<file path="src/core/dma_opctl_pkg.sv">
// Package for the DMA operation control block: offsets, fields, reset values and types.
package dma_opctl_pkg;
    // Register byte offsets on the Avalon-MM slave.
    localparam logic [3:0] OFS_OPCTL   = 4'h0;
    localparam logic [3:0] OFS_IRQ_ST  = 4'h4;
    localparam logic [3:0] OFS_IRQ_MSK = 4'h8;
    // Field positions inside the operation control word.
    localparam int PRIO_HI_BIT  = 25;
    localparam int PRIO_LO_BIT  = 24;
    localparam int ADDR_ERR_BIT = 18;
    localparam int NMI_BIT      = 17;
    localparam int RR_SEL_LSB   = 2;
    // Reset values.
    localparam logic [31:0] OPCTL_RESET = 32'h0000_0000;
    localparam logic [1:0]  IRQ_RESET   = 2'h0;
    // Interrupt status bit positions.
    localparam int IRQ_AE_BIT  = 0;
    localparam int IRQ_NMI_BIT = 1;
    // Channel count.
    localparam int NUM_CH = 4;

    // Priority modes.
    typedef enum logic [1:0]
    {
        PRIO_FIXED1 = 2'h0,
        PRIO_FIXED2 = 2'h1,
        PRIO_RR_SEL = 2'h2,
        PRIO_RR_ALL = 2'h3
    } prio_mode_e;

    // Avalon-MM request bundle.
    typedef struct packed
    {
        logic [3:0]  address;
        logic        read;
        logic        write;
        logic [31:0] writedata;
    } avs_req_s;

    // Channel-side event bundle.
    typedef struct packed
    {
        logic addr_err;
        logic nmi;
        logic unit_done;
    } ch_evt_s;
endpackage

</file>
<file path="src/core/dma_opctl.sv">
// Operation control word: channel priority arbiter and sticky address error and NMI flags.
`timescale 1ns/1ns
module dma_opctl
    import dma_opctl_pkg::*;
(
    input  wire logic                      CLK,
    input  wire logic                      RSTN,
    input  wire logic                      CE,
    input  wire dma_opctl_pkg::avs_req_s   AVS_REQ,
    output logic [31:0]                    AVS_READDATA,
    output logic                           AVS_WAITREQUEST,
    input  wire logic [3:0]                CH_REQ,
    input  wire logic [3:0]                CH_ENABLE,
    input  wire logic                      MASTER_ENABLE,
    input  wire dma_opctl_pkg::ch_evt_s    CH_EVT,
    input  wire logic                      NMI_PIN,
    output logic [3:0]                     CH_GRANT,
    output logic                           XFER_HALT,
    output logic                           IRQ
);
    import dma_opctl_pkg::*;

    logic [1:0]  prio_r;
    logic [3:0]  rr_sel_r;
    logic        ae_r;
    logic        nmi_seen_flag_r;
    logic        ae_seen_r;
    logic        nmi_seen_r;
    logic [1:0]  irq_st_r;
    logic [1:0]  irq_msk_r;
    logic        nmi_m_r;
    logic        nmi_s_r;
    logic        nmi_d_r;
    logic        busy_r;
    logic [1:0]  last_r;
    logic [3:0]  grant_r;
    logic [31:0] rdata_r;
    logic        ack_r;
    logic        acc;
    logic        wr_ctl;
    logic        rd_ctl;
    logic        nmi_evt;
    logic        halt;
    logic [3:0]  elig;
    logic [3:0]  grant_nxt;
    logic [1:0]  win;
    logic [31:0] ctl_word;

    // Requests are answered one cycle after they appear, so waitrequest is high for the first cycle.
    assign acc    = CE && (AVS_REQ.read || AVS_REQ.write) && !ack_r;
    assign wr_ctl = acc && AVS_REQ.write && AVS_REQ.address == OFS_OPCTL;
    assign rd_ctl = acc && AVS_REQ.read && AVS_REQ.address == OFS_OPCTL;
    assign AVS_WAITREQUEST = (AVS_REQ.read || AVS_REQ.write) && !ack_r;
    assign AVS_READDATA    = rdata_r;

    // The NMI pin is asynchronous, so it passes two flops before edge detection.
    always_ff @(posedge CLK)
    begin
        if (!RSTN)
        begin
            nmi_m_r <= 1'b0;
            nmi_s_r <= 1'b0;
            nmi_d_r <= 1'b0;
        end
        else if (CE)
        begin
            nmi_m_r <= NMI_PIN;
            nmi_s_r <= nmi_m_r;
            nmi_d_r <= nmi_s_r;
        end
    end
    assign nmi_evt = (nmi_s_r && !nmi_d_r) || CH_EVT.nmi;

    // Read data; reserved bits including 23 to 19 return zero.
    // reserved zero
    always_comb
    begin
        ctl_word = OPCTL_RESET;
        ctl_word[PRIO_HI_BIT:PRIO_LO_BIT] = prio_r;
        ctl_word[ADDR_ERR_BIT] = ae_r;
        ctl_word[NMI_BIT] = nmi_seen_flag_r;
        ctl_word[RR_SEL_LSB +: NUM_CH] = {rr_sel_r[0], rr_sel_r[1], rr_sel_r[2], rr_sel_r[3]};
    end

    always_ff @(posedge CLK)
    begin
        if (!RSTN)
        begin
            rdata_r <= 32'h0000_0000;
            ack_r   <= 1'b0;
        end
        else if (CE)
        begin
            ack_r <= acc;
            if (acc && AVS_REQ.read)
            begin
                unique case (AVS_REQ.address)
                    OFS_OPCTL:   rdata_r <= ctl_word;
                    OFS_IRQ_ST:  rdata_r <= {30'h0, irq_st_r};
                    OFS_IRQ_MSK: rdata_r <= {30'h0, irq_msk_r};
                    default:     rdata_r <= 32'h0000_0000;
                endcase
            end
        end
    end

    // Priority mode and round-robin selects; writes to reserved bits are dropped.
    always_ff @(posedge CLK)
    begin
        if (!RSTN)
        begin
            prio_r   <= OPCTL_RESET[PRIO_HI_BIT:PRIO_LO_BIT];
            rr_sel_r <= 4'h0;
        end
        else if (wr_ctl)
        begin
            prio_r   <= AVS_REQ.writedata[PRIO_HI_BIT:PRIO_LO_BIT];
            rr_sel_r <= {AVS_REQ.writedata[RR_SEL_LSB], AVS_REQ.writedata[RR_SEL_LSB+1],
                         AVS_REQ.writedata[RR_SEL_LSB+2], AVS_REQ.writedata[RR_SEL_LSB+3]};
        end
    end

    // Sticky address error flag; a read of one arms the clear, and a fresh error disarms it so none is lost.
    // set on error
    always_ff @(posedge CLK)
    begin
        if (!RSTN)
        begin
            ae_r      <= 1'b0;
            ae_seen_r <= 1'b0;
        end
        else if (CE)
        begin
            if (CH_EVT.addr_err)
                ae_r <= 1'b1;
            else if (wr_ctl && !AVS_REQ.writedata[ADDR_ERR_BIT] && ae_seen_r)
                ae_r <= 1'b0;
            if (rd_ctl && ae_r && !CH_EVT.addr_err)
                ae_seen_r <= 1'b1;
            else if (wr_ctl || !ae_r || CH_EVT.addr_err)
                ae_seen_r <= 1'b0;
        end
    end

    // Sticky NMI flag, set whether or not a transfer is running.
    // set on NMI
    always_ff @(posedge CLK)
    begin
        if (!RSTN)
        begin
            nmi_seen_flag_r     <= 1'b0;
            nmi_seen_r <= 1'b0;
        end
        else if (CE)
        begin
            if (nmi_evt)
                nmi_seen_flag_r <= 1'b1;
            else if (wr_ctl && !AVS_REQ.writedata[NMI_BIT] && nmi_seen_r)
                nmi_seen_flag_r <= 1'b0;
            if (rd_ctl && nmi_seen_flag_r && !nmi_evt)
                nmi_seen_r <= 1'b1;
            else if (wr_ctl || !nmi_seen_flag_r || nmi_evt)
                nmi_seen_r <= 1'b0;
        end
    end

    // Interrupt status, write one to clear, event wins; mask gates the level output.
    always_ff @(posedge CLK)
    begin
        if (!RSTN)
        begin
            irq_st_r  <= IRQ_RESET;
            irq_msk_r <= IRQ_RESET;
        end
        else if (CE)
        begin
            if (acc && AVS_REQ.write && AVS_REQ.address == OFS_IRQ_MSK)
                irq_msk_r <= AVS_REQ.writedata[1:0];
            irq_st_r[IRQ_AE_BIT] <= CH_EVT.addr_err || (irq_st_r[IRQ_AE_BIT] &&
                !(acc && AVS_REQ.write && AVS_REQ.address == OFS_IRQ_ST && AVS_REQ.writedata[IRQ_AE_BIT]));
            irq_st_r[IRQ_NMI_BIT] <= nmi_evt || (irq_st_r[IRQ_NMI_BIT] &&
                !(acc && AVS_REQ.write && AVS_REQ.address == OFS_IRQ_ST && AVS_REQ.writedata[IRQ_NMI_BIT]));
        end
    end
    assign IRQ = |(irq_st_r & irq_msk_r);

    // Halt: either flag stops new starts on all channels.
    // halt all
    assign halt      = ae_r || nmi_seen_flag_r;
    assign XFER_HALT = halt;
    assign elig      = CH_REQ & CH_ENABLE & {NUM_CH{MASTER_ENABLE && !halt}};

    // Winner selection by priority mode.
    // mode select
    always_comb
    begin
        grant_nxt = 4'h0;
        win       = 2'h0;
        unique case (prio_mode_e'(prio_r))
            PRIO_FIXED1:
            begin
                for (int i = NUM_CH - 1; i >= 0; i--)
                    if (elig[i])
                        win = 2'(i);
            end
            PRIO_FIXED2:
            begin
                if (elig[1]) win = 2'h1;
                if (elig[3]) win = 2'h3;
                if (elig[2]) win = 2'h2;
                if (elig[0]) win = 2'h0;
            end
            PRIO_RR_SEL:
            begin
                for (int k = NUM_CH; k >= 1; k--)
                    if (elig[2'(last_r + 2'(k))] && rr_sel_r[2'(last_r + 2'(k))])
                        win = 2'(last_r + 2'(k));
                if (!(|(elig & rr_sel_r)))
                    for (int i = NUM_CH - 1; i >= 0; i--)
                        if (elig[i])
                            win = 2'(i);
            end
            PRIO_RR_ALL:
            begin
                for (int k = NUM_CH; k >= 1; k--)
                    if (elig[2'(last_r + 2'(k))])
                        win = 2'(last_r + 2'(k));
            end
        endcase
        if (|elig)
            grant_nxt[win] = 1'b1;
    end

    // Grant holds for one transfer unit; a pending NMI lets that unit finish first.
    // finish unit
    always_ff @(posedge CLK)
    begin
        if (!RSTN)
        begin
            grant_r    <= 4'h0;
            busy_r     <= 1'b0;
            last_r     <= 2'h3;
        end
        else if (CE)
        begin
            if (wr_ctl)
                last_r <= 2'h3;
            if (busy_r)
            begin
                if (CH_EVT.unit_done || CH_EVT.addr_err)
                begin
                    grant_r    <= 4'h0;
                    busy_r     <= 1'b0;
                end
            end
            else if (|grant_nxt)
            begin
                grant_r <= grant_nxt;
                busy_r  <= 1'b1;
                last_r  <= win;
            end
        end
    end
    assign CH_GRANT = grant_r;

    // Assertions.
    property p_halt_blocks;
        @(posedge CLK) disable iff (!RSTN) (halt && !busy_r) |=> !busy_r;
    endproperty
    a_halt_blocks: assert property (p_halt_blocks) else $error("Transfer started while halted.");

    property p_ae_set;
        @(posedge CLK) disable iff (!RSTN) (CE && CH_EVT.addr_err) |=> ae_r;
    endproperty
    a_ae_set: assert property (p_ae_set) else $error("Address error flag not set.");

    property p_fixed1;
        @(posedge CLK) disable iff (!RSTN) (CE && !busy_r && prio_r == 2'h0 && elig[0]) |=> grant_r == 4'h1;
    endproperty
    a_fixed1: assert property (p_fixed1) else $error("Fixed order one lost channel 0.");

    property p_fixed2;
        @(posedge CLK) disable iff (!RSTN)
            (CE && !busy_r && prio_r == 2'h1 && elig == 4'ha) |=> grant_r == 4'h8;
    endproperty
    a_fixed2: assert property (p_fixed2) else $error("Fixed order two did not prefer channel 3 over 1.");

    property p_rr_all;
        @(posedge CLK) disable iff (!RSTN)
            (CE && !busy_r && prio_r == 2'h3 && elig == 4'hf) |=> grant_r[$past(last_r) + 2'h1];
    endproperty
    a_rr_all: assert property (p_rr_all) else $error("Round robin did not advance.");

    property p_ae_no_one;
        @(posedge CLK) disable iff (!RSTN) (!ae_r && !CH_EVT.addr_err) |=> !ae_r;
    endproperty
    a_ae_no_one: assert property (p_ae_no_one) else $error("Address error flag set by software.");

    property p_nmi_set;
        @(posedge CLK) disable iff (!RSTN) (CE && nmi_evt) |=> nmi_seen_flag_r;
    endproperty
    a_nmi_set: assert property (p_nmi_set) else $error("NMI flag not set.");

    property p_reserved;
        @(posedge CLK) disable iff (!RSTN) ctl_word[23:19] == 5'h0;
    endproperty
    a_reserved: assert property (p_reserved) else $error("Reserved bits not zero.");

    property p_unread_keep;
        @(posedge CLK) disable iff (!RSTN) (nmi_seen_flag_r && !nmi_seen_r) |=> nmi_seen_flag_r;
    endproperty
    a_unread_keep: assert property (p_unread_keep) else $error("NMI flag cleared without a read.");
endmodule // dma_opctl

</file>
<file path="config.mk">
export PLATFORM = sky130hd
export DESIGN_NAME = dma_opctl
export DESIGN_NICKNAME = d
export VERILOG_FILES = /design/src/core/dma_opctl_pkg.sv /design/src/core/dma_opctl.sv
export SDC_FILE = /design/constraint.sdc
export NUM_CORES = 1
export LEC_CHECK = 0
export ABC_AREA = 1
export BUFFER_PORTS_ARGS = -buffer_cell sky130_fd_sc_hd__buf_2
export CORE_MARGIN = 3
export CORE_UTILIZATION = 35
export CTS_CLUSTER_DIAMETER = 200
export DETAILED_ROUTE_END_ITERATION = 16
export SLEW_MARGIN = 40
export SYNTH_ARGS = -nofsm -noshare
export SYNTH_HDL_FRONTEND = slang
export SYNTH_SLANG_ARGS = --single-unit
</file>
<file path="constraint.sdc">
create_clock -name CLK -period 2.5 [get_ports CLK]
set_clock_uncertainty 0.15 [all_clocks]
set_input_delay 0.375 -clock CLK [delete_from_list [all_inputs] [get_ports CLK]]
set_output_delay 0.375 -clock CLK [all_outputs]
set_load 0.03 [all_outputs]
</file>
After elaboration in Yosys (flattened, before gate mapping). Index checks and enable logic that the tools add are counted.

Add/sub/neg operators: 3. $lt $le $gt $ge: 6. Eq/ne operators: 6. Muxes and demuxes: 59. Bitwise logic cells: 4. Reduce and logical (&&, ||, !) cells: 67.

Operators by type and width (count): 26-bit one-hot mux with 3 select lines (1); 2-bit two-way mux (23); 1-bit logical AND (28); 1-bit two-way mux (21); 1-bit binary-select mux with 2-bit select (8); 4-bit two-way mux (4); 2-bit by 3-bit less-than comparator with 1-bit output (second input constant) (5); 4-bit AND (3); 2-bit AND reduction (6); 4-bit OR reduction (3); 1-bit logical NOT (11); 1-bit logical OR (10); 2-bit nonzero test (5); 2-bit one-hot mux with 4 select lines (1); 2-bit adder (second input constant) (2); 2-bit equality test (second input constant) (2); 4-bit by 3-bit equality test with 1-bit output (second input constant) (1); 4-bit equality test (second input constant) (1); 4-bit logical NOT (1); 3-bit AND reduction (1); 2-bit by 1-bit adder with 2-bit output (second input constant) (1); 2-bit AND (1); 1-bit demux with 2-bit select (1); 2-bit by 1-bit equality test with 1-bit output (second input constant) (1); 4 further kinds (4).

Register bits: 57. Input bits: 54. Output and inout bits: 39.

Logic depth before layout (Yosys ltp).
Depth in word-level cells: 25. Mapped depth: 18. Gate-level depth less buffers: 18.

Worst setup path before layout. No wires, ideal clock.

Path kind: reg-to-reg. Start: register ae_r. End: register last_r[1]. Setup time: 0.134 ns. Arrival: 1.677 ns. Path slack: 0.539 ns. Stages on the path, launching flop included: 17. Clock period less this slack: 1.961 ns. Cells stage by stage: dfxtp_1 nor2_4 nand3_2 nand2_1 nand2_1 nand2_1 nand2_2 nor2_2 inv_1 nand2_1 inv_1 nand2_1 nand2_1 nand2_2 nand3_2 o21ai_0 o211ai_1.

Word-level cells in the longest chain between the ends: 25.

RTL lines: start, declared (RTL line dma_opctl.sv:25) `logic ae_r;`; start signal, assigned (RTL line dma_opctl.sv:129) `ae_r <= 1'b0;`; start signal, assigned (RTL line dma_opctl.sv:135) `ae_r <= 1'b1;`; start signal, assigned (RTL line dma_opctl.sv:137) `ae_r <= 1'b0;`; 1-bit logical OR * (RTL line dma_opctl.sv:189) `assign halt = ae_r || nmi_seen_flag_r;`; 1-bit logical NOT * (RTL line dma_opctl.sv:191) `assign elig = CH_REQ & CH_ENABLE & {NUM_CH{MASTER_ENABLE && !halt}};`; 1-bit logical AND * (RTL line dma_opctl.sv:191); 4-bit AND * (RTL line dma_opctl.sv:191); 1-bit binary-select mux with 2-bit select (RTL line dma_opctl.sv:216, dma_opctl.sv:226); 1-bit two-way mux (not written as such) (RTL line dma_opctl.sv:216, dma_opctl.sv:226); 1-bit logical AND (RTL line dma_opctl.sv:216) `if (elig[2'(last_r + 2'(k))] && rr_sel_r[2'(last_r + 2'(k))])`; 2-bit two-way mux (4 in series) (RTL line dma_opctl.sv:216); (+6 left out); 2-bit by 3-bit less-than comparator with 1-bit output (not written as such) / 2-bit by 1-bit >= comparator with 1-bit output (equally long branches) (RTL line dma_opctl.sv:231) `grant_nxt[win] = 1'b1;`; 1-bit logical AND (not written as such) (RTL line dma_opctl.sv:231); 1-bit two-way mux (not written as such) (RTL line dma_opctl.sv:231); 1-bit demux with 2-bit select (RTL line dma_opctl.sv:231); 4-bit two-way mux (RTL line dma_opctl.sv:230) `if (|elig)`; 4-bit OR reduction (RTL line dma_opctl.sv:256) `else if (|grant_nxt)`; 2-bit two-way mux * (RTL line dma_opctl.sv:256); 2-bit two-way mux * (RTL line dma_opctl.sv:248) `if (busy_r)`; end signal, assigned (RTL line dma_opctl.sv:260) `last_r <= win;`; end, declared (RTL line dma_opctl.sv:35) `logic [1:0] last_r;`.

Mark *: on every way between the ends. The rest lies on a longest branch, timed or not. The select of a mux whose other input is x is not followed. A chain may end at the register's enable or synchronous reset.

Final worst setup path.
Start: register last_r[1]. End: register last_r[1].

Word-level cells in the longest chain between the ends: 21.

RTL lines: 2-bit adder (tied with other cells); 1-bit binary-select mux with 2-bit select (tied with other cells) (RTL line dma_opctl.sv:216, dma_opctl.sv:226); 1-bit two-way mux (not written as such) (tied with other cells) (RTL line dma_opctl.sv:216, dma_opctl.sv:226); 1-bit logical AND / 2-bit two-way mux (equally long branches) (RTL line dma_opctl.sv:216); 2-bit two-way mux (3 in series) (RTL line dma_opctl.sv:216); 2-bit two-way mux (4 in series) (RTL line dma_opctl.sv:220) `if (elig[i])`; 2-bit two-way mux (RTL line dma_opctl.sv:218) `if (!(|(elig & rr_sel_r)))`; 2-bit one-hot mux with 4 select lines (RTL line dma_opctl.sv:199) `unique case (prio_mode_e'(prio_r))`; 2-bit by 3-bit less-than comparator with 1-bit output (not written as such) / 2-bit by 1-bit >= comparator with 1-bit output (equally long branches) (RTL line dma_opctl.sv:231); 1-bit logical AND (not written as such) (RTL line dma_opctl.sv:231); 1-bit two-way mux (not written as such) (RTL line dma_opctl.sv:231); 1-bit demux with 2-bit select (RTL line dma_opctl.sv:231); 4-bit two-way mux (RTL line dma_opctl.sv:230); 4-bit OR reduction (RTL line dma_opctl.sv:256); 2-bit two-way mux (RTL line dma_opctl.sv:256); 2-bit two-way mux * (RTL line dma_opctl.sv:248).

Marks and branches as above.

==> impl_metrics.yaml <==
outcome:
  run_status: "completed"
clocking:
  insertion_delay_ps: 290
  cts_tree: "done"
  hold_buffers: 0
  htreeDepth: 2
  cts.sinks: 35
  clockBufferDepth: 2
  cts-root-buf: "clkbuf_8"
  numCtsBuffers: 5
  clkSlewWorstSetupHoldPaths_ps: 80
cells_and_area:
  layout_common_cells: "88 x nand2_1, 48 x buf_2, 43 x inv_1"
  fin_nets: 452
  final_util: 0.433
  layout_commonest_cell: "nand2_1"
  seq_area_sq_um: 703
  multiInputGateArea_sq_um: 1260
  syn_to_final_growth_pct: 16.4
  n_fill_cell: 653
  diodes: 0
  final_layout_size_suffix_gt1_frac: 0.201
die:
  dieArea_sq_um: 7440
  fp.coreArea_sq_um: 6060
  io_pins: 93
  die_y_um: 86.2
  initial_core_util: 0.372
  rows: 28
  die_w_um: 86.2
synth:
  synth_area_sq_um: 2250
  synth-seq-cells: 35
  muxShareOfSynthArea: 0
  synth-seq-area-share: 0.311
  avgSynthCellArea_sq_um: 6.49
  synth_top_family_by_area: "simple AND/OR/NAND/NOR gates"
  ys.flop_type: "dfxtp_1"
  yosys.area_share.simple: 0.324
  syn_inst: 347
  synth_edf_count: 0
  ys_types: 34
  synth-xor-area-share: 0.0122
  ys_warn_count: 0
  ys_async_sr_fraction: 0
  synth_compound_area_frac: 0.179
  synthAdderAreaFrac: 0
drt:
  vias: 2254
  routed_wl_mm: 5.45
  drc: 0
  detail-route-antenna-nets: 0
  drt_iter0_drc: 108
  firstDrtPassIters: 4
  viasPerCell: 4.76
  wire_per_inst_um: 11.5
grt:
  antenna_found_initial: 0
  grt_pass1_wl_mm: 8.83
  overflow: 0
  grt_pass1_vias: 2062
  grt_max_degree: 22
  grt_usage: 0.145
sta:
  fin_crit_ps: 2230
  slew_violations: 0
  setup_viol: 0
  tightest_slew_ps: 658
  final_hold_viol_count: 0
  fmax_mhz: 448
  setup_tns_ps: 0
  period_share: 0.894
  rsz0062_at_grt: "false"
  relSlewSlack: 0.561
place:
  globalplace.congestion: 0.883
  dp_hpwl_mm: 4.31
  port_buffers: 48
worst_setup_path:
  cp.required_ps: 2510
  critPathMaxStageDelay_ps: 510
  slowest_stage: "dfxtp_1"
  start_kind: "flip-flop"
  cp-end-kind: "flip-flop"
  worstPathCellList: "xor2_4, inv_1, nand3_1, nand2_1, nand3_1, nand3b_1, a22oi_1, nand3_2, o21ai_0, o211ai_1"
  cp_max_fo: 7
  r2r_cells: 10
  timing.rr.end: "last_r[1]"
  cp_num_buf_inv: 1
  crit_family: "simple AND/OR/NAND/NOR gates"
  worstSetupPathType: "flip-flop to flip-flop"
  ff2ff_setup_slack_ps: 270
  cpMostUsedCell: "nand3_1"
  arrival_ps: 2250
  rr_startpoint: "last_r[1]"
hold_path:
  min_to: "nmi_m_r"
  hold_class: "primary input to flip-flop"
  hp-start: "NMI_PIN"
  hold_depth: 3
power:
  powerDensity_nw_per_um2: 527
  peakVddDrop_mv: 0.277
  leakage_nw: 1.27
flow_run:
  drv_cap: 0
[routing by layer]
| layer | global-route usage | up-vias | wire [um] |
|---|---|---|---|
| li1 | - | 1186 | - |
| met1 | 0.194 | 1001 | 2580 |
| met2 | 0.240 | 62 | 2480 |
| met3 | 0.0323 | 5 | 359 |
| met4 | 0.0326 | 0 | 31 |
| met5 | 0 | - | 0 |
[registers in the layout, summed over array words and instances (netlist names)]
name / cells
last_r: 2
irq_st_r: 2
nmi_d_r: 1
AVS_READDATA: 10
nmi_m_r: 1
busy_r: 1
ack_r: 1
prio_r: 2
ae_r: 1
nmi_seen_r: 1
CH_GRANT: 4
nmi_seen_flag_r: 1
irq_msk_r: 2
ae_seen_r: 1
nmi_s_r: 1
rr_sel_r: 4
[logic make-up after synthesis]
group                     after synthesis
and+or+nand+nor                       161
other                                   1
AOI/OAI and AO/OA                      74
buffers and inverters                  75
DFF                                    35
xor gates and xnor gates                1
[how the worst max path moves through the flow]
stage                   to  slack (ps)       startpoint  cells after the start
3_5_place_dp     last_r[1]         170             ae_r                     16
4_1_cts          last_r[1]         130             ae_r                     16
2_1_floorplan    last_r[1]         540             ae_r                     16
6_report         last_r[1]         270        last_r[1]                     10
5_1_grt        CH_GRANT[1]          30  nmi_seen_flag_r                     18
3_3_place_gp     last_r[1]         190             ae_r                     16
[report_power, final]
part / leakage [nW] / switching, mW / internal [mW]
sequential: 0.285 / 0.0177 / 0.574
combinational: 0.932 / 0.222 / 0.106
clock: 0.0505 / 0.211 / 0.251
total: 1.27 / 0.451 / 0.931
[final cells by class]
class	instances	share of cell area
Timing Repair Buffer	54	0.113
Inverter	44	0.0629
Sequential cell	35	0.268
Tap cell	75	0.0358
Clock inverter	1	0.00286
Multi-Input combinational cell	258	0.480
Clock buffer	7	0.0367
[worst register-to-register path: stages, from the launching register on]
cell	delay, ps
dfxtp_1	510
xor2_4	220
inv_1	140
nand3_1	150
nand2_1	80
nand3_1	70
nand3b_1	90
a22oi_1	250
nand3_2	160
o21ai_0	200
o211ai_1	100
[metrics by stage]
stage / hold WS (ps) / power (mW) / area [sq um] / instances / worst slack (ps)
final: 169 / 1.38 / 2620 / 474 / 266
after global routing: 189 / 1.46 / 2620 / 474 / 26.5
after CTS: 169 / 1.37 / 2580 / 472 / 129
after detailed placement: 301 / 0.918 / 2470 / 464 / 168
after global placement: 296 / 0.914 / 2470 / 464 / 194
after floorplan: 283 / 0.871 / 2330 / 368 / 539
[Yosys cell counts, types with 2 or more instances]
| cell | n | area share |
|---|---|---|
| o22ai_1 | 5 | 0.014 |
| nor2_1 | 26 | 0.043 |
| inv_1 | 43 | 0.072 |
| nand2_1 | 88 | 0.15 |
| dfxtp_1 | 35 | 0.31 |
| a21oi_1 | 32 | 0.071 |
| nand3_1 | 23 | 0.051 |
| buf_4 | 23 | 0.077 |
| clkbuf_1 | 5 | 0.0083 |
| nand3_2 | 5 | 0.022 |
| nand2_2 | 3 | 0.0083 |
| nand4_1 | 4 | 0.011 |
| or2_2 | 3 | 0.0083 |
| o21ai_0 | 25 | 0.056 |
| nand3b_1 | 3 | 0.010 |
| o211ai_1 | 2 | 0.0067 |
| a31oi_1 | 5 | 0.014 |
[what timing repair did]
item	CTS	global route
hold endpoints to repair	0	0
buffers inserted	0	2
resized for setup	0	4
setup endpoints to repair	0	6
(Power assumes the default switching activity.)
